<file path="src/uii_pkg.sv">
// package: offsets, field positions, codes and timing counts for interrupt identification
package uii_pkg;
    // ************************************************************
    // register map (three-bit address inside the port)
    // ************************************************************
    localparam logic [2:0] ADDR_BUFFER = 3'h0;
    localparam logic [2:0] ADDR_ENABLE = 3'h1;
    localparam logic [2:0] ADDR_IDENT = 3'h2;
    localparam logic [2:0] ADDR_LINE_CTRL = 3'h3;
    localparam logic [2:0] ADDR_MODEM_CTRL = 3'h4;
    localparam logic [2:0] ADDR_LINE_STAT = 3'h5;
    localparam logic [2:0] ADDR_MODEM_STAT = 3'h6;

    // ************************************************************
    // field positions
    // ************************************************************
    localparam int EN_RX_BIT = 0;
    localparam int EN_TX_BIT = 1;
    localparam int EN_LS_BIT = 2;
    localparam int EN_MS_BIT = 3;
    localparam int FC_ENABLE_BIT = 0;
    localparam int FC_TRIG_LO = 6;
    localparam int MC_GATE_BIT = 3;
    localparam int LC_DLA_BIT = 7;

    // ************************************************************
    // identification codes, bits three to zero
    // ************************************************************
    localparam logic [3:0] CODE_NONE = 4'h1;
    localparam logic [3:0] CODE_LINE = 4'h6;
    localparam logic [3:0] CODE_DATA = 4'h4;
    localparam logic [3:0] CODE_TIMEOUT = 4'hc;
    localparam logic [3:0] CODE_THRE = 4'h2;
    localparam logic [3:0] CODE_MODEM = 4'h0;

    // ************************************************************
    // reset values and thresholds
    // ************************************************************
    localparam logic [7:0] ENABLE_RST = 8'h00;
    localparam logic [7:0] FIFO_CTRL_RST = 8'h00;
    localparam logic [7:0] MODEM_CTRL_RST = 8'h00;
    localparam logic [7:0] IDENT_RST = 8'h01;
    localparam logic [4:0] TRIG_1 = 5'h01;
    localparam logic [4:0] TRIG_4 = 5'h04;
    localparam logic [4:0] TRIG_8 = 5'h08;
    localparam logic [4:0] TRIG_14 = 5'h0e;
    localparam logic [2:0] TIMEOUT_CHARS = 3'h4;

    typedef enum logic [1:0] {UII_SRC_NONE, UII_SRC_LINE, UII_SRC_DATA, UII_SRC_MISC} uii_src_t;
endpackage

</file>
<file path="src/uii_if.sv">
// interface: character timer controls between top and timer module
`timescale 1ns/1ps
interface uii_tmr_if;
    logic restart;
    logic armed;
    logic [15:0] char_cycles;
    logic expired;
    modport top (output restart, output armed, output char_cycles, input expired);
    modport tmr (input restart, input armed, input char_cycles, output expired);
endinterface

</file>
<file path="src/uii_char_timer.sv">
// module: counts four character times of receive-queue inactivity
`timescale 1ns/1ps
module uii_char_timer (
    // clock and reset
    input wire logic clk,
    input wire logic srst,
    // control
    uii_tmr_if.tmr tif
);
    logic [15:0] cyc_ff;
    logic [15:0] nxt_cyc;
    logic [2:0] chr_ff;
    logic [2:0] nxt_chr;
    logic exp_ff;
    logic nxt_exp;

    // ************************************************************
    // character-time counter
    // ************************************************************
    // restart or an empty queue drops the count and the flag
    always_comb begin
        nxt_cyc = cyc_ff;
        nxt_chr = chr_ff;
        nxt_exp = exp_ff;
        if (tif.restart || !tif.armed) begin
            nxt_cyc = 16'h0000;
            nxt_chr = 3'h0;
            nxt_exp = 1'b0;
        end else if (chr_ff != uii_pkg::TIMEOUT_CHARS) begin
            if (cyc_ff + 16'h0001 >= tif.char_cycles) begin
                nxt_cyc = 16'h0000;
                nxt_chr = chr_ff + 3'h1;
                nxt_exp = (chr_ff + 3'h1) == uii_pkg::TIMEOUT_CHARS;
            end else begin
                nxt_cyc = cyc_ff + 16'h0001;
            end
        end
    end

    always_ff @(posedge clk) begin
        if (srst) begin
            cyc_ff <= 16'h0000;
            chr_ff <= 3'h0;
            exp_ff <= 1'b0;
        end else begin
            cyc_ff <= nxt_cyc;
            chr_ff <= nxt_chr;
            exp_ff <= nxt_exp;
        end
    end

    assign tif.expired = exp_ff;
endmodule

</file>
<file path="src/uii_ident.sv">
// module: interrupt identification, prioritisation and interrupt output of a serial port
//
// Behaviour
// - trigger field selects 1, 4, 8, 14 bytes
// - line, data, transmit, modem priority; report highest
// - code frozen while identification read in progress
// - bit zero low when interrupt pending
// - low nibble codes per interrupt class
// - bit three only timeout in queue mode
// - bits four and five read zero
// - bits six, seven follow queue enable
// - line errors raise; line status read clears
// - data clears on buffer read or below threshold
// - timeout after four idle character times
// - transmit empty clears on ident read while shown, data write
// - modem line changes raise; status read clears
// - enable bits gate each class
// - output gate bit enables interrupt output
`timescale 1ns/1ps
module uii_ident (
    // clock and reset
    input wire logic clk,
    input wire logic srst,
    // host register port
    input wire logic [2:0] addr,
    input wire logic rd,
    input wire logic wr,
    input wire logic [7:0] wdata,
    output logic [7:0] rdata,
    // receive side
    input wire logic [4:0] rx_level,
    input wire logic rx_push,
    input wire logic line_err,
    // transmit side
    input wire logic thr_empty_rise,
    // modem side
    input wire logic modem_change,
    // frame timing from baud logic
    input wire logic [15:0] char_cycles,
    // interrupt output
    output logic irq,
    output logic irq_oe
);
    logic [7:0] enable_ff;
    logic [7:0] nxt_enable;
    logic [7:0] fifo_ctrl_ff;
    logic [7:0] nxt_fifo_ctrl;
    logic [7:0] modem_ctrl_ff;
    logic [7:0] nxt_modem_ctrl;
    logic dla_ff;
    logic nxt_dla;
    logic ls_ff;
    logic nxt_ls;
    logic thre_ff;
    logic nxt_thre;
    logic ms_ff;
    logic nxt_ms;
    logic rda_ff;
    logic nxt_rda;
    logic to_ff;
    logic nxt_to;
    logic [7:0] ident_ff;
    logic [7:0] nxt_ident;
    logic [7:0] rdata_ff;
    logic [7:0] nxt_rdata;
    logic irq_ff;
    logic nxt_irq;
    logic oe_ff;
    logic nxt_oe;
    logic fifo_mode;
    logic [4:0] trig;
    logic [3:0] code;
    logic rd_buf;
    logic rd_ident;
    logic rd_ls;
    logic rd_ms;
    logic wr_thr;
    uii_pkg::uii_src_t src;

    uii_tmr_if tif();

    // ************************************************************
    // access decode
    // ************************************************************
    assign fifo_mode = fifo_ctrl_ff[uii_pkg::FC_ENABLE_BIT];
    assign rd_buf = rd && addr == uii_pkg::ADDR_BUFFER && !dla_ff;
    assign wr_thr = wr && addr == uii_pkg::ADDR_BUFFER && !dla_ff;
    assign rd_ident = rd && addr == uii_pkg::ADDR_IDENT;
    assign rd_ls = rd && addr == uii_pkg::ADDR_LINE_STAT;
    assign rd_ms = rd && addr == uii_pkg::ADDR_MODEM_STAT;

    // trigger threshold from the upper control bits
    always_comb begin
        case (fifo_ctrl_ff[uii_pkg::FC_TRIG_LO +: 2])
            2'b00: trig = uii_pkg::TRIG_1;
            2'b01: trig = uii_pkg::TRIG_4;
            2'b10: trig = uii_pkg::TRIG_8;
            2'b11: trig = uii_pkg::TRIG_14;
            default: trig = uii_pkg::TRIG_1;
        endcase
    end

    // ************************************************************
    // character timer
    // ************************************************************
    // any push or pop restarts the idle count
    assign tif.restart = rx_push || rd_buf;
    assign tif.armed = fifo_mode && rx_level != 5'h00;
    assign tif.char_cycles = char_cycles;

    uii_char_timer u_tmr (
        .clk(clk),
        .srst(srst),
        .tif(tif)
    );

    // ************************************************************
    // control registers
    // ************************************************************
    // only the lower nibble of the enable register exists
    always_comb begin
        nxt_enable = enable_ff;
        nxt_fifo_ctrl = fifo_ctrl_ff;
        nxt_modem_ctrl = modem_ctrl_ff;
        nxt_dla = dla_ff;
        if (wr) begin
            case (addr)
                uii_pkg::ADDR_ENABLE: begin
                    if (!dla_ff) begin
                        nxt_enable = {4'h0, wdata[3:0]};
                    end
                end
                uii_pkg::ADDR_IDENT: nxt_fifo_ctrl = {wdata[7:6], 6'h00} | {7'h00, wdata[0]};
                uii_pkg::ADDR_LINE_CTRL: nxt_dla = wdata[uii_pkg::LC_DLA_BIT];
                uii_pkg::ADDR_MODEM_CTRL: nxt_modem_ctrl = {3'h0, wdata[4:0]};
                default: nxt_dla = dla_ff;
            endcase
        end
    end

    // ************************************************************
    // interrupt sources
    // ************************************************************
    // new events win over a clear in the same cycle, except the timeout, where the buffer read wins
    always_comb begin
        nxt_ls = line_err || (ls_ff && !rd_ls);
        nxt_ms = modem_change || (ms_ff && !rd_ms);
        // transmit empty is cleared by an ident read only while it is the shown source
        nxt_thre = thr_empty_rise || (thre_ff && !wr_thr
            && !(rd_ident && ident_ff[3:0] == uii_pkg::CODE_THRE));
        // data available is a level in queue mode, a sticky flag otherwise
        if (fifo_mode) begin
            nxt_rda = rx_level >= trig;
        end else begin
            nxt_rda = rx_push || (rda_ff && !rd_buf);
        end
        // the expired level stands until the read restarts the timer, so the read must win
        nxt_to = fifo_mode && !rd_buf && (tif.expired || to_ff);
    end

    // ************************************************************
    // prioritisation and identification value
    // ************************************************************
    always_comb begin
        src = uii_pkg::UII_SRC_NONE;
        code = uii_pkg::CODE_NONE;
        if (ls_ff && enable_ff[uii_pkg::EN_LS_BIT]) begin
            src = uii_pkg::UII_SRC_LINE;
            code = uii_pkg::CODE_LINE;
        end else if (rda_ff && enable_ff[uii_pkg::EN_RX_BIT]) begin
            src = uii_pkg::UII_SRC_DATA;
            code = uii_pkg::CODE_DATA;
        end else if (to_ff && fifo_mode && enable_ff[uii_pkg::EN_RX_BIT]) begin
            src = uii_pkg::UII_SRC_DATA;
            code = uii_pkg::CODE_TIMEOUT;
        end else if (thre_ff && enable_ff[uii_pkg::EN_TX_BIT]) begin
            src = uii_pkg::UII_SRC_MISC;
            code = uii_pkg::CODE_THRE;
        end else if (ms_ff && enable_ff[uii_pkg::EN_MS_BIT]) begin
            src = uii_pkg::UII_SRC_MISC;
            code = uii_pkg::CODE_MODEM;
        end
        // bit zero low when pending, bits four, five zero, six, seven mode
        nxt_ident = {{2{fifo_mode}}, 2'b00, code};
        // hold the snapshot during a host read of the register
        if (rd_ident) begin
            nxt_ident = ident_ff;
        end
        nxt_irq = src != uii_pkg::UII_SRC_NONE;
        nxt_oe = modem_ctrl_ff[uii_pkg::MC_GATE_BIT];
    end

    // ************************************************************
    // read data
    // ************************************************************
    // unimplemented registers read zero here; the datapath supplies them
    always_comb begin
        nxt_rdata = 8'h00;
        if (rd) begin
            case (addr)
                uii_pkg::ADDR_ENABLE: nxt_rdata = dla_ff ? 8'h00 : enable_ff;
                uii_pkg::ADDR_IDENT: nxt_rdata = ident_ff;
                uii_pkg::ADDR_MODEM_CTRL: nxt_rdata = modem_ctrl_ff;
                default: nxt_rdata = 8'h00;
            endcase
        end
    end

    // ************************************************************
    // state registers
    // ************************************************************
    always_ff @(posedge clk) begin
        if (srst) begin
            enable_ff <= uii_pkg::ENABLE_RST;
            fifo_ctrl_ff <= uii_pkg::FIFO_CTRL_RST;
            modem_ctrl_ff <= uii_pkg::MODEM_CTRL_RST;
            dla_ff <= 1'b0;
            ls_ff <= 1'b0;
            thre_ff <= 1'b0;
            ms_ff <= 1'b0;
            rda_ff <= 1'b0;
            to_ff <= 1'b0;
            ident_ff <= uii_pkg::IDENT_RST;
            rdata_ff <= 8'h00;
            irq_ff <= 1'b0;
            oe_ff <= 1'b0;
        end else begin
            enable_ff <= nxt_enable;
            fifo_ctrl_ff <= nxt_fifo_ctrl;
            modem_ctrl_ff <= nxt_modem_ctrl;
            dla_ff <= nxt_dla;
            ls_ff <= nxt_ls;
            thre_ff <= nxt_thre;
            ms_ff <= nxt_ms;
            rda_ff <= nxt_rda;
            to_ff <= nxt_to;
            ident_ff <= nxt_ident;
            rdata_ff <= nxt_rdata;
            irq_ff <= nxt_irq;
            oe_ff <= nxt_oe;
        end
    end

    // gated output: irq_oe follows the gate bit one cycle late; irq is driven regardless
    assign rdata = rdata_ff;
    assign irq = irq_ff;
    assign irq_oe = oe_ff;
endmodule

</file>
<file path="config.mk">
export PLATFORM = sky130hd
export DESIGN_NAME = uii_ident
export DESIGN_NICKNAME = d
export VERILOG_FILES = /design/src/uii_pkg.sv /design/src/uii_if.sv /design/src/uii_char_timer.sv /design/src/uii_ident.sv
export SDC_FILE = /design/constraint.sdc
export NUM_CORES = 1
export LEC_CHECK = 0
export BUFFER_PORTS_ARGS = -buffer_cell sky130_fd_sc_hd__buf_4
export CELL_PAD_IN_SITES_DETAIL_PLACEMENT = 0
export CELL_PAD_IN_SITES_GLOBAL_PLACEMENT = 1
export CORE_MARGIN = 5
export CORE_UTILIZATION = 38
export DETAILED_ROUTE_END_ITERATION = 10
export PLACE_DENSITY = 0.83
export SKIP_CTS_REPAIR_TIMING = 1
export SLEW_MARGIN = 25
export SYNTH_ARGS = -nofsm -noshare
export SYNTH_HDL_FRONTEND = slang
export SYNTH_SLANG_ARGS = --single-unit
</file>
<file path="constraint.sdc">
create_clock -name clk -period 3.1 [get_ports clk]
set_clock_uncertainty 0.15 [all_clocks]
set_input_delay 0.155 -clock clk [delete_from_list [all_inputs] [get_ports clk]]
set_output_delay 0.155 -clock clk [all_outputs]
set_load 0.02 [all_outputs]
</file>
Yosys cells after proc, flatten, opt, wreduce, memory -nomap -nowiden
Index checks and enable logic that the tools add are counted.
{ "totals": {"register_bits": 58, "inputBits": 40, "out_inout_bits": 10, "wordCells": 97} }
{ "op_classes": {"add_sub_neg": 2, "n_lt_le_gt_ge": 2, "eq_ne": 12, "n_mux": 15, "n_bitwise": 3, "reduce_logical": 47} }
{ "ops": {"columns": ["operator", "count"], "rows": [
  ["case mux 8 bit (3 select lines)", 1],
  ["logical AND 1 bit", 22],
  ["case mux 5 bit (4 select lines)", 1],
  ["adder 16 x 1 -> 16 bit, second input constant", 1],
  ["greater-or-equal comparator 16 bit", 1],
  ["2-to-1 mux 16 bit", 1],
  ["2-to-1 mux 4 bit", 4],
  ["== test 3 bit, second input constant", 4],
  ["2-to-1 mux 2 bit", 6],
  ["bitwise OR 8 x 1 -> 8 bit", 1],
  ["AND reduction 2 bit", 4],
  ["zero test 1 bit", 7],
  ["logical OR 1 bit", 7],
  ["== test 3 x 2 -> 1 bit, second input constant", 2],
  ["greater-or-equal comparator 5 bit", 1],
  ["nonzero test 5 bit", 1],
  ["== test 2 bit, second input constant", 2],
  ["== test 4 x 2 -> 1 bit, second input constant", 1],
  ["OR reduction 2 bit", 2],
  ["adder 3 x 1 -> 3 bit, second input constant", 1],
  ["== test 3 x 1 -> 1 bit, second input constant", 1],
  ["zero test 3 bit", 1],
  ["!= test 3 bit, second input constant", 1],
  ["AND reduction 3 bit", 1],
  ["other kinds (5)", 7]
]} }

Logic depth before layout (Yosys ltp)
{ "depth": {"depth_word": 7, "mapped_depth": 14} }

By module
Synthesis repeated with hierarchy kept, for this count alone.
{ "unflattened": {"hier_cells": 361, "hier_area_um2": 3034.2} }
{ "modules_own_cells": {"columns": ["module", "n_inst", "cells_per_inst", "area_per_inst_um2"], "rows": [
  ["uii_char_timer", 1, 204, 1586.5],
  ["uii_ident", 1, 157, 1447.6]
]} }

Least setup slack after synthesis
Ideal clock, no wire load.
{ "synth_path": {"path_kind": "reg2reg", "start": "reg u_tmr.cyc_ff[0]", "end": "reg u_tmr.exp_ff, in the netlist u_tmr.tif.expired", "setup_ps": 131, "t_arrival_ps": 2940, "required_ps": 2819, "path_slack_ps": -121, "stages_incl_launch_ff": 15, "n_path_buf": 2, "period_less_slack_ps": 3221, "cell_sequence": "dfxtp_1 ha_1 nand3_4 nor4_4 and3_2 xor2_1 ha_1 nand4_1 nor3_1 o311ai_2 and4_1 buf_2 buf_2 o211ai_1 o31ai_1"} }
{ "synth_via": {"elab_chain_len": 3} }
{ "synth_rtl": {"columns": ["element", "line_no", "source"], "rows": [
  ["start, declared", "uii_char_timer.sv:10", "logic [15:0] cyc_ff;"],
  ["start signal, assigned", "uii_char_timer.sv:46", "cyc_ff <= nxt_cyc;"],
  ["adder 16 x 1 -> 16 bit", "uii_char_timer.sv:30", "if (cyc_ff + 16'h0001 >= tif.char_cycles) begin"],
  ["greater-or-equal comparator 16 bit", "uii_char_timer.sv:30", null],
  ["AND reduction 2 bit (no source line)", null, null],
  ["end signal, assigned", "uii_char_timer.sv:48", "exp_ff <= nxt_exp;"],
  ["end, declared", "uii_char_timer.sv:14", "logic exp_ff;"]
]} }
Every way passes these cells.
A chain may end at the register's enable or synchronous reset.

Worst setup path in the final report
{ "layout_path": {"start": "reg u_tmr.cyc_ff[0]", "end": "reg u_tmr.cyc_ff[5]"} }
{ "layout_via": {"elab_chain_len": 3} }
{ "layout_rtl": {"columns": ["element", "line_no"], "rows": [
  ["adder 16 x 1 -> 16 bit *", "uii_char_timer.sv:30, uii_char_timer.sv:35"],
  ["greater-or-equal comparator 16 bit", "uii_char_timer.sv:30"],
  ["2-to-1 mux 16 bit *", "uii_char_timer.sv:30"]
]} }
Every way passes the cells marked *; elsewhere a longest branch is shown, timed or not.

==> metrics.txt <==
Post-Syn Area=3070 um^2; fmax=314 MHz; Cell Pwr Density=300 nW/um^2; Critical-path top delay cell=or4_1; Synth Register Bits=51; drt pass-1 iters=4; final hold violations=0; CP required=3190 ps; H-tree levels=2; setup TNS=-607 ps; initial core utilization=0.393; Synth area leaders=dfxtp_1, ha_1, nor2_1; final period utilization=1.03; Synthesis Warnings=0; cells after synthesis=373; vias per cell=5.22; post-detail-place hpwl=5430 um; row count=32; setup slack, reg-to-reg=-90 ps; vias in the first global route=2703; wirelength, routed=7300 um; kind of critical path=register to register; Cell variety after synth=56; clk buf depth=2; final setup violation count=13; critical path cell sequence=ha_4 -> nand3_4 -> nor4_4 -> buf_4 -> nand3_4 -> xnor2_1 -> ha_1 -> nand4_1 -> nor3_2 -> nor3_2 -> nand4_4 -> or4_1 -> a31oi_1; Worst IR Drop VDD=209 uV; Hold Crit Depth=3; Layout area overhead=29.0%; Final Max Tran Viols=0; final core occ=0.508; CTS buffer count=5; first-pass GRT wire length=12100 um; antenna cells=0; layout cells sized above 1=0.258; top-count cell post-synth=dfxtp_1; CP arrival=3280 ps; violated checks=setup timing; Max stage delay on crit path=430 ps; placed cell count=524; DRC viols=0; Ports=50; routed via count=2839; NetSw=299 uW; CTS tree=built; RR Startpoint=u_tmr.cyc_ff[0]; Tot GR Track Use=0.144; syn_nets=437; Seq pwr share=0.562; Worst Hold Endpoint=enable_ff[1]; largest net degree at the start of global routing=31; clk sinks=51; number of synthesized flops with an enable pin=0; Crit. End Element=register; Post-Syn Area per Cell=8.24 um^2; Pleak=1.67 nW; fin crit period=3190 ps; Int Pwr=891 uW; worst-skew pair later-pin latency=310 ps; Core Area=7810 um^2; Startpoint Class=register; HP Start=wr; Final ANT Viol Nets=0; Max-Cap Viols=0; wire per inst=13.4 um; antenna violations before repair=0; Chip Height=99.9 um; worst-margin pin slew=647 ps; switch share=0.251; Crit Reg-Reg Endpoint=u_tmr.cyc_ff[5]; status=complete, but fails checks; HP Class=primary input to register; chip width=99.9 um; Clock power frac=0.336; synth cell count leaders=dfxtp_1, nor2_1, nand2_1; top-area cell type share of the netlist area=0.332; Crit Path Max Fanout=7; final setup margin=-88.4 ps; Slew headroom=0.565; grt ovf=0; RSZ-0062 raised after global routing=true; # nets final=505; Port Buffers=47; Logic pwr share=0.102; clock slew at reported path FFs=110 ps; detailed router's first-iteration violation count=119; global placer's final weighted congestion=0.814; Top FF cell, synth=dfxtp_1; Die Area=9980 um^2; Post-synth ARST share=0; Reg2Reg Depth=13; Synth area leader=dfxtp_1; clk root buf=clkbuf_8; non-filler cells, final=544; post-synthesis sequential area ratio=0.332
[cells by family (layout without fill, tap and decap cells)]
kind of cell,count (synthesis),count (layout),synth area share
other cells,1,1,0.00122
mux,10,10,0.0326
flops,51,51,0.332
buf+inv,44,113,0.0745
xor+xnor,15,15,0.0428
compound gates,63,63,0.130
fa+ha+maj,24,24,0.0978
simple gates,165,165,0.288
[worst max-delay path by stage]
stage,start,endpoint,slack (ps),depth (start not counted)
2_1_floorplan,u_tmr.cyc_ff[2],u_tmr.tif.expired,20,13
3_3_place_gp,u_tmr.cyc_ff[4],u_tmr.tif.expired,-1,13
3_5_place_dp,u_tmr.cyc_ff[1],u_tmr.tif.expired,-70,13
4_1_cts,u_tmr.cyc_ff[1],u_tmr.tif.expired,-100,13
5_1_grt,u_tmr.cyc_ff[0],u_tmr.cyc_ff[5],-310,13
6_report,u_tmr.cyc_ff[0],u_tmr.cyc_ff[5],-90,13
[state kept, by name, summed over array words and instances (netlist names), 3 cells and up]
| name | count |
|---|---|
| enable_ff | 4 |
| fifo_ctrl_ff | 3 |
| ident_ff | 5 |
| modem_ctrl_ff | 5 |
| rdata | 6 |
| u_tmr.chr_ff | 3 |
| u_tmr.cyc_ff | 16 |
[final cells by class]
cell class / instances / area, um^2
Clock buffer: 5 / 68.8
Clock inverter: 3 / 22.5
Fill cell: 768 / 3840
Inverter: 21 / 78.8
Multi-Input combinational cell: 278 / 1940
Sequential cell: 51 / 1030
Tap cell: 102 / 128
Timing Repair Buffer: 84 / 698
[metal layers]
layer | vias up | part of all wire | track usage | wire [um]
met1 | 1337 | 0.46 | 0.195 | 3320
li1 | 1443 | - | - | -
met5 | - | 0 | 0 | 0
met2 | 57 | 0.49 | 0.241 | 3590
met4 | 0 | 0.0040 | 0.0221 | 29
met3 | 2 | 0.048 | 0.0313 | 350
[critical path, delay by kind of cell (launching register included)]
family / cells / cell delay (ps)
AND/OR/NAND/NOR: 8 / 1670
AO/OA/AOI/OAI: 1 / 160
XOR/XNOR: 1 / 130
buffers and inverters: 1 / 180
flip-flops: 1 / 380
adder cells (fa/ha/maj): 2 / 440
[cell usage in the layout (no fill, tap or decap), types with 11 or more instances in the layout]
cell,instances
a21oi_1,25
a31oi_1,11
buf_4,71
dfxtp_1,48
ha_1,23
inv_1,21
nand2_1,36
nand3_1,24
nor2_1,39
nor2b_1,12
[power by group through the flow]
stage	clock network (mW)	logic [mW]	registers [mW]
3_5_place_dp	0	0.110	0.685
6_report	0.400	0.121	0.669
4_1_cts	0.412	0.110	0.670
3_3_place_gp	0	0.106	0.685
5_1_grt	0.441	0.136	0.670
2_1_floorplan	0	0.0574	0.684
[per-stage QoR]
stage	setup slack [ps]	instance area, um^2	total power [mW]	hold slack, ps
5_1_grt	-306	3960	1.25	28.8
2_1_floorplan	16.8	3080	0.742	122
3_3_place_gp	-1.07	3610	0.792	210
3_5_place_dp	-70.6	3610	0.795	222
4_1_cts	-95.2	3700	1.19	-106
6_report	-88.4	3960	1.19	12.6
No activity file was read; power rests on OpenSTA's default activity.
